`config.mk`:
```
export PLATFORM = sky130hd
export DESIGN_NAME = hcrop_top
export DESIGN_NICKNAME = d
export VERILOG_FILES = /design/src/rtl/hcrop_pkg.sv /design/src/rtl/hcrop_lane.sv /design/src/rtl/hcrop_top.sv
export SDC_FILE = /design/constraint.sdc
export NUM_CORES = 1
export LEC_CHECK = 0
export ABC_AREA = 1
export BUFFER_PORTS_ARGS = -buffer_cell sky130_fd_sc_hd__clkbuf_2
export CAP_MARGIN = 30
export CORE_MARGIN = 1
export CORE_UTILIZATION = 30
export DETAILED_ROUTE_END_ITERATION = 6
export SETUP_SLACK_MARGIN = 0.5
export SYNTH_ARGS = -nofsm -noshare
export SYNTH_HDL_FRONTEND = slang
export SYNTH_SLANG_ARGS = --single-unit
```
`constraint.sdc`:
```
create_clock -name i_core_clk -period 3.5 [get_ports i_core_clk]
set_input_delay 0.35 -clock i_core_clk [delete_from_list [all_inputs] [get_ports i_core_clk]]
set_output_delay 0.35 -clock i_core_clk [all_outputs]
set_load 0.005 [all_outputs]
```
`src/rtl/hcrop_pkg.sv`:
```
// constants, carriers and helpers shared by the horizontal crop stage
package hcrop_pkg;

    // ------------------------------------------------------------------
    // widths
    // ------------------------------------------------------------------
    localparam int COL_W = 13;
    localparam int PIX_W = 24;
    localparam int ADDR_W = 8;
    localparam int DATA_W = 8;
    localparam int PORTS = 2;

    // ------------------------------------------------------------------
    // register offsets
    // ------------------------------------------------------------------
    localparam logic [ADDR_W-1:0] ADDR_FIRST_LO = 8'h36;
    localparam logic [ADDR_W-1:0] ADDR_FIRST_HI = 8'h37;
    localparam logic [ADDR_W-1:0] ADDR_LAST_LO = 8'h38;
    localparam logic [ADDR_W-1:0] ADDR_LAST_HI = 8'h39;
    localparam logic [ADDR_W-1:0] ADDR_PORT_CTRL = 8'h40;
    localparam logic [ADDR_W-1:0] ADDR_STATUS = 8'h41;
    localparam logic [ADDR_W-1:0] ADDR_LEN0_LO = 8'h42;
    localparam logic [ADDR_W-1:0] ADDR_LEN0_HI = 8'h43;
    localparam logic [ADDR_W-1:0] ADDR_LEN1_LO = 8'h44;
    localparam logic [ADDR_W-1:0] ADDR_LEN1_HI = 8'h45;

    // ------------------------------------------------------------------
    // field positions and reset values
    // ------------------------------------------------------------------
    localparam int ENABLE_BIT = 7;
    localparam int LO_BITS = 8;
    localparam int HI_BITS = 5;
    localparam int SEL_BIT = 0;
    localparam int MODE_LSB = 1;
    localparam logic [COL_W-1:0] COL_RESET = 13'h0000;
    localparam logic [COL_W-1:0] COL_ONE = 13'h0001;
    localparam logic [COL_W-1:0] COL_MAX = 13'h1FFF;
    localparam logic [DATA_W-1:0] BYTE_ZERO = 8'h00;
    localparam logic [PIX_W-1:0] BLANK_PIXEL = 24'h000000;

    // ------------------------------------------------------------------
    // output modes
    // ------------------------------------------------------------------
    typedef enum logic [1:0] {
        MODE_SINGLE = 2'b00,
        MODE_SPLITTER = 2'b01,
        MODE_INDEPENDENT = 2'b10,
        MODE_SPARE = 2'b11
    } out_mode_type;

    // ------------------------------------------------------------------
    // carriers
    // ------------------------------------------------------------------
    typedef struct packed {
        logic pixel_valid_strobe;
        logic hsync;
        logic vsync;
        logic [PIX_W-1:0] data;
    } pixel_type;

    typedef struct packed {
        logic enable;
        logic [COL_W-1:0] first;
        logic [COL_W-1:0] last;
    } window_type;

    localparam window_type WINDOW_RESET = '{enable: 1'b0, first: COL_RESET, last: COL_RESET};

    // ------------------------------------------------------------------
    // helpers
    // ------------------------------------------------------------------
    function automatic logic window_hit(input logic [COL_W-1:0] col, input window_type w);
        window_hit = (col >= w.first) && (col <= w.last);
    endfunction : window_hit

    function automatic logic [DATA_W-1:0] low_byte(input logic [COL_W-1:0] v);
        low_byte = v[LO_BITS-1:0];
    endfunction : low_byte

    function automatic logic [DATA_W-1:0] high_byte(input logic [COL_W-1:0] v);
        high_byte = {3'h0, v[COL_W-1:LO_BITS]};
    endfunction : high_byte

    function automatic logic split_mode(input out_mode_type m);
        split_mode = (m == MODE_SPLITTER) || (m == MODE_INDEPENDENT);
    endfunction : split_mode

endpackage : hcrop_pkg

```
`src/rtl/hcrop_lane.sv`:
```
// one output lane: blanks pixels outside the column window
`timescale 1ns/10ps
`default_nettype none
module hcrop_lane
    import hcrop_pkg::*;
(
    // clock and reset
    input wire logic i_core_clk,
    input wire logic i_rst,
    // window and position
    input var window_type i_window,
    input wire logic [COL_W-1:0] i_col,
    // video
    input var pixel_type i_pix,
    output var pixel_type o_pix
);

    // ------------------------------------------------------------------
    // gating
    // ------------------------------------------------------------------
    logic keep;

    // disabled: pass everything; enabled: keep first..last inclusive
    assign keep = !i_window.enable || window_hit(i_col, i_window); // RQ3 RQ5 RQ8 RQ10

    // one register stage in both cases so latency never changes with enable
    always_ff @(posedge i_core_clk)
    begin
        if (i_rst)
        begin
            o_pix <= '0;
        end
        else
        begin
            o_pix.hsync <= i_pix.hsync;
            o_pix.vsync <= i_pix.vsync;
            o_pix.pixel_valid_strobe <= i_pix.pixel_valid_strobe && keep; // RQ3 RQ5
            o_pix.data <= keep ? i_pix.data : BLANK_PIXEL; // RQ10
        end
    end

endmodule : hcrop_lane
`default_nettype wire

```
`src/rtl/hcrop_top.sv`:
```
// horizontal crop stage with per-port window registers
// How it works
// (RQ1) bit 7 of first-high register enables cropping
// (RQ2) first column: 13 bits, low/high registers
// (RQ3) pixels before first column become blanking
// (RQ4) last column: 13 bits, low/high registers
// (RQ5) last column kept, later pixels blanked
// (RQ6) columns count 0 to line length minus one
// (RQ7) split modes: registers reach selected port only
// (RQ8) window bounds act only while enabled
// (RQ9) reserved high-register bits read zero
// (RQ10) disabled: pass through, same latency
`timescale 1ns/10ps
`default_nettype none
module hcrop_top
    import hcrop_pkg::*;
(
    // clock and reset
    input wire logic i_core_clk,
    input wire logic i_rst,
    // register port
    input wire logic [ADDR_W-1:0] i_reg_addr,
    input wire logic [DATA_W-1:0] i_reg_wdata,
    input wire logic i_reg_wr,
    input wire logic i_reg_rd,
    output logic [DATA_W-1:0] o_reg_rdata,
    // video from the pixel source, one stream per output port
    input var pixel_type i_pix0,
    input var pixel_type i_pix1,
    // video toward the serial link transmitters
    output var pixel_type o_pix0,
    output var pixel_type o_pix1
);

    // ------------------------------------------------------------------
    // control registers
    // ------------------------------------------------------------------
    window_type win_reg [PORTS];
    out_mode_type mode_reg;
    logic sel_reg;
    logic [PORTS-1:0] overrun_reg;
    logic [PORTS-1:0] overrun_next;

    // ------------------------------------------------------------------
    // line measurement state
    // ------------------------------------------------------------------
    logic [COL_W-1:0] col_reg [PORTS];
    logic [COL_W-1:0] len_reg [PORTS];
    logic [PORTS-1:0] valid_d_reg;

    // ------------------------------------------------------------------
    // derived selects
    // ------------------------------------------------------------------
    pixel_type pix_in [PORTS];
    window_type win_use [PORTS];
    logic bank;
    logic wr_any;
    logic [PORTS-1:0] line_end;

    assign pix_in[0] = i_pix0;
    assign pix_in[1] = i_pix1;

    // single mode: one set serves both ports, the select bit is ignored
    assign bank = split_mode(mode_reg) ? sel_reg : 1'b0; // RQ7
    assign win_use[0] = win_reg[0];
    assign win_use[1] = split_mode(mode_reg) ? win_reg[1] : win_reg[0]; // RQ7
    assign wr_any = i_reg_wr;

    always_comb
    begin
        for (int p = 0; p < PORTS; p++)
        begin
            line_end[p] = valid_d_reg[p] && !pix_in[p].pixel_valid_strobe;
        end
    end

    // ------------------------------------------------------------------
    // window register writes
    // ------------------------------------------------------------------
    always_ff @(posedge i_core_clk)
    begin
        if (i_rst)
        begin
            for (int p = 0; p < PORTS; p++)
            begin
                win_reg[p] <= WINDOW_RESET;
            end
        end
        else if (wr_any)
        begin
            case (i_reg_addr)
                ADDR_FIRST_LO:
                begin
                    win_reg[bank].first[LO_BITS-1:0] <= i_reg_wdata; // RQ2
                end
                ADDR_FIRST_HI:
                begin
                    win_reg[bank].first[COL_W-1:LO_BITS] <= i_reg_wdata[HI_BITS-1:0]; // RQ2
                    win_reg[bank].enable <= i_reg_wdata[ENABLE_BIT]; // RQ1
                end
                ADDR_LAST_LO:
                begin
                    win_reg[bank].last[LO_BITS-1:0] <= i_reg_wdata; // RQ4
                end
                ADDR_LAST_HI:
                begin
                    win_reg[bank].last[COL_W-1:LO_BITS] <= i_reg_wdata[HI_BITS-1:0]; // RQ4
                end
                default:
                begin
                end
            endcase
        end
    end

    // ------------------------------------------------------------------
    // port select and mode
    // ------------------------------------------------------------------
    always_ff @(posedge i_core_clk)
    begin
        if (i_rst)
        begin
            sel_reg <= 1'b0;
            mode_reg <= MODE_SINGLE;
        end
        else if (wr_any && (i_reg_addr == ADDR_PORT_CTRL))
        begin
            sel_reg <= i_reg_wdata[SEL_BIT];
            mode_reg <= out_mode_type'(i_reg_wdata[MODE_LSB+1:MODE_LSB]);
        end
    end

    // ------------------------------------------------------------------
    // column counters and line length capture
    // ------------------------------------------------------------------
    // a line is the run of valid pixels; the count restarts once it ends
    always_ff @(posedge i_core_clk)
    begin
        if (i_rst)
        begin
            valid_d_reg <= '0;
            for (int p = 0; p < PORTS; p++)
            begin
                col_reg[p] <= COL_RESET;
                len_reg[p] <= COL_RESET;
            end
        end
        else
        begin
            for (int p = 0; p < PORTS; p++)
            begin
                valid_d_reg[p] <= pix_in[p].pixel_valid_strobe;
                if (pix_in[p].pixel_valid_strobe)
                begin
                    // saturate so an overlong line never wraps into the window
                    if (col_reg[p] != COL_MAX)
                    begin
                        col_reg[p] <= col_reg[p] + COL_ONE; // RQ6
                    end
                end
                else if (line_end[p])
                begin
                    col_reg[p] <= COL_RESET; // RQ6
                    len_reg[p] <= col_reg[p];
                end
            end
        end
    end

    // ------------------------------------------------------------------
    // window overrun flags
    // ------------------------------------------------------------------
    // set when an enabled window reaches past the line just measured;
    // software clears with a one, and a set in the same cycle wins
    always_comb
    begin
        overrun_next = overrun_reg;
        if (wr_any && (i_reg_addr == ADDR_STATUS))
        begin
            overrun_next = overrun_reg & ~i_reg_wdata[PORTS-1:0];
        end
        for (int p = 0; p < PORTS; p++)
        begin
            if (line_end[p] && win_use[p].enable && (win_use[p].last >= col_reg[p]))
            begin
                overrun_next[p] = 1'b1; // RQ6
            end
        end
    end

    always_ff @(posedge i_core_clk)
    begin
        if (i_rst)
        begin
            overrun_reg <= '0;
        end
        else
        begin
            overrun_reg <= overrun_next;
        end
    end

    // ------------------------------------------------------------------
    // register reads
    // ------------------------------------------------------------------
    always_ff @(posedge i_core_clk)
    begin
        if (i_rst)
        begin
            o_reg_rdata <= BYTE_ZERO;
        end
        else if (i_reg_rd)
        begin
            case (i_reg_addr)
                ADDR_FIRST_LO:
                begin
                    o_reg_rdata <= low_byte(win_reg[bank].first);
                end
                ADDR_FIRST_HI:
                begin
                    // bits 6-5 stay zero
                    o_reg_rdata <= high_byte(win_reg[bank].first) |
                                   (DATA_W'(win_reg[bank].enable) << ENABLE_BIT); // RQ9
                end
                ADDR_LAST_LO:
                begin
                    o_reg_rdata <= low_byte(win_reg[bank].last);
                end
                ADDR_LAST_HI:
                begin
                    o_reg_rdata <= high_byte(win_reg[bank].last); // RQ9
                end
                ADDR_PORT_CTRL:
                begin
                    o_reg_rdata <= {5'h00, mode_reg, sel_reg};
                end
                ADDR_STATUS:
                begin
                    o_reg_rdata <= {6'h00, overrun_reg};
                end
                ADDR_LEN0_LO:
                begin
                    o_reg_rdata <= low_byte(len_reg[0]);
                end
                ADDR_LEN0_HI:
                begin
                    o_reg_rdata <= high_byte(len_reg[0]);
                end
                ADDR_LEN1_LO:
                begin
                    o_reg_rdata <= low_byte(len_reg[1]);
                end
                ADDR_LEN1_HI:
                begin
                    o_reg_rdata <= high_byte(len_reg[1]);
                end
                default:
                begin
                    o_reg_rdata <= BYTE_ZERO;
                end
            endcase
        end
        else
        begin
            // data stand only in the cycle after the read
            o_reg_rdata <= BYTE_ZERO;
        end
    end

    // ------------------------------------------------------------------
    // output lanes
    // ------------------------------------------------------------------
    hcrop_lane u_lane0 (
        .i_core_clk(i_core_clk),
        .i_rst(i_rst),
        .i_window(win_use[0]),
        .i_col(col_reg[0]),
        .i_pix(i_pix0),
        .o_pix(o_pix0)
    );

    hcrop_lane u_lane1 (
        .i_core_clk(i_core_clk),
        .i_rst(i_rst),
        .i_window(win_use[1]),
        .i_col(col_reg[1]),
        .i_pix(i_pix1),
        .o_pix(o_pix1)
    );

endmodule : hcrop_top
`default_nettype wire

```
==> impl_metrics.tcl <==
set metrics [dict create \
    postSynthAreaPerCell_um2 8.10 \
    required_ns 3.82 \
    skew_ns 0.0131 \
    finalSetupViolCount 0 \
    layout-drive-gt1-share 0.168 \
    cpPeakStageDelay_ns 0.38 \
    routed_wl_um 24300 \
    ys_seq_area_frac 0.491 \
    drt-pass1-iter-count 7 \
    antenna_found_initial 0 \
    p_leak_nw 5.11 \
    power_density_mw_per_mm2 448 \
    clockBufferDepth 2 \
    fin_crit_ns 2.60 \
    most-common-layout-cells "nand2_1 (209), inv_1 (195), nor2_1 (195)" \
    cp-endpoint "u_lane1.o_pix[22]" \
    io_pins 136 \
    final_common_cell "nand2_1" \
    core_area_mm2 0.0296 \
    grt_overflow 0 \
    r2r-end "u_lane1.o_pix[22]" \
    cts_resized 0 \
    cts.sinks 175 \
    dpl.cell_count 1620 \
    place_ws_ns 0.909 \
    routed_via_density 4.61 \
    fin_crit_sh 0.743 \
    status "complete, no violations" \
    gp_congestion 0.957 \
    nets 1377 \
    initial_core_util 0.305 \
    worstRegToRegCells 16 \
    slew_headroom 0.523 \
    grt_pass1_vias 7109 \
    path_common_cell "nand2_1" \
    portBuffers 135 \
    antennaDiodeCount 0 \
    clk_latency_ns 0.45 \
    fin_cells 1652 \
    fin_ws_ns 0.900 \
    hold_viol_final 0 \
    ant_nets 0 \
    drcViolationCount 0 \
    whs_ns 0.0866 \
    max_freq_mhz 385 \
    cts_buffers 17 \
    cp_max_fo 31 \
    die_area_mm2 0.0308 \
    cts_tree "done" \
    grt_start_max_net_pins 40 \
    slew_viol_final 0 \
    max-cap-violations 0 \
    hold_class "input pin to register" \
    synth_area_mm2 0.00903 \
    place_hpwl_um 18900 \
    vias 7613 \
    critPathCaptureType "register" \
    wl_per_cell_um 14.7 \
    cp.depth 16 \
    rsz0062_at_grt "no" \
    cts-root-buf "clkbuf_16" \
    setup_tns_ns 0 \
    min-delay-start "i_pix0[13]" \
    synthesis.nets 1243 \
    path_cells "inv_1, nand2_1, nand2_2, buf_4, o21ai_0, ha_1, nand2_1, inv_1, nand3_1, inv_1, a21oi_1, nand3_1, nand2_1, nand2_1, nand2_2, nor2_1" \
    rows 63 \
    cp.buffers_inverters 4 \
    r2r_start "mode_reg[1]" \
    cts_hold_buf 0 \
    worst_pin_slew_ns 0.713 \
    ctsHtreeMaxLevel 4 \
    synthCells 1115 \
    cp.arrival_ns 2.92 \
    crit_start "mode_reg[1]" \
    synth_cell_types 34 \
    drt-initial-drc-count 679 \
    cts_setup_buffers 0 \
    crit_type "register to register" \
    netlist_top_cells_area "edfxtp_1 (31%), dfxtp_1 (18%), nand2_1 (8.7%)" \
    syn2layout_area_growth_pct 18.2 \
    chipWidth_um 175 \
    ys_ff_latch 175 \
    fp.dieH_um 175 \
    slowest_stage "dfxtp_1" \
    largest_reg_flops 54 \
    grt_pass1_wl_um 37600 \
    power_mw 4.78 \
    critPathTopFamily "simple AND/OR/NAND/NOR gates" \
    yosysTopAreaCellShare 0.309 \
    ir_worst_vdd_mv 0.265 \
    clk_pin_slew_worst_paths_ns 0.08 \
    grt_use_total 0.162 \
    start_kind "register" \
    reg2reg_slack_ns 0.90 \
    yosysWarnings 0 \
    synth_area_leader_cell "edfxtp_1" \
]
[routing by layer]
| layer | part of all wire | routed length [um] | GRT usage | up-vias |
|---|---|---|---|---|
| met3 | 0.072 | 1760 | 0.0333 | 43 |
| met5 | 0 | 0 | 0 | - |
| met4 | 0.027 | 650 | 0.0685 | 0 |
| met2 | 0.45 | 10900 | 0.253 | 278 |
| met1 | 0.45 | 11000 | 0.217 | 3470 |
| li1 | - | - | - | 3822 |
[cells in the mapped netlist (all sizes together)]
| cell type | number |
|---|---|
| clkinv | 5 |
| nor3 | 7 |
| xor2 | 6 |
| and3 | 1 |
| clkbuf | 5 |
| ha | 54 |
| nor3b | 1 |
| o211ai | 14 |
| nor2 | 209 |
| o21ai | 57 |
| nand4 | 11 |
| mux2i | 1 |
| nand3 | 85 |
| buf | 21 |
| o22ai | 1 |
| nor4 | 2 |
| inv | 199 |
| a21oi | 42 |
| edfxtp | 93 |
| nand2 | 219 |
| dfxtp | 82 |
[worst register-to-register path, cell delays in order (launching register included)]
cell,delay (ns)
dfxtp_1,0.38
inv_1,0.05
nand2_1,0.07
nand2_2,0.13
buf_4,0.25
o21ai_0,0.22
ha_1,0.28
nand2_1,0.08
inv_1,0.05
nand3_1,0.09
inv_1,0.05
a21oi_1,0.15
nand3_1,0.08
nand2_1,0.07
nand2_1,0.06
nand2_2,0.37
nor2_1,0.10
[kinds of logic after synthesis]
family / count (synthesis) / share of synthesized area
simple gates: 535 / 0.257
buf+inv: 230 / 0.102
flops: 175 / 0.491
compound gates: 114 / 0.0681
fa+ha+maj: 54 / 0.0749
xor+xnor: 6 / 0.00582
mux: 1 / 0.00111
[report_power, final]
part | switching, mW | internal, mW | leakage [nW]
clock | 0.934 | 0.960 | 0.283
sequential | 0.0775 | 2.27 | 1.66
combinational | 0.344 | 0.195 | 3.17
[per-stage QoR]
stage	instance area, um2	util
2_1_floorplan	9030	-
3_3_place_gp	10100	0.340
3_5_place_dp	10100	0.340
4_1_cts	10700	0.360
5_1_grt	10700	0.360
6_report	10700	0.360
[how the worst min path moves through the flow]
stage	slack [ns]	endpoint	cells after the start
global route	0.08	u_lane0.o_pix[12]	3
floorplan	0.45	overrun_reg[0]	2
CTS	0.07	u_lane0.o_pix[5]	3
finish	0.09	u_lane0.o_pix[13]	3
detailed placement	0.48	overrun_reg[0]	2
global placement	0.49	overrun_reg[0]	2
[final cells by class]
class / instances / area, um2
Multi-Input combinational cell: 710 / 3670
Timing Repair Buffer: 141 / 721
Tap cell: 390 / 488
Sequential cell: 175 / 4430
Inverter: 204 / 767
Fill cell: 3156 / 19000
Clock inverter: 15 / 159
Clock buffer: 17 / 425
Note: power is estimated with default switching activity, not from simulation.
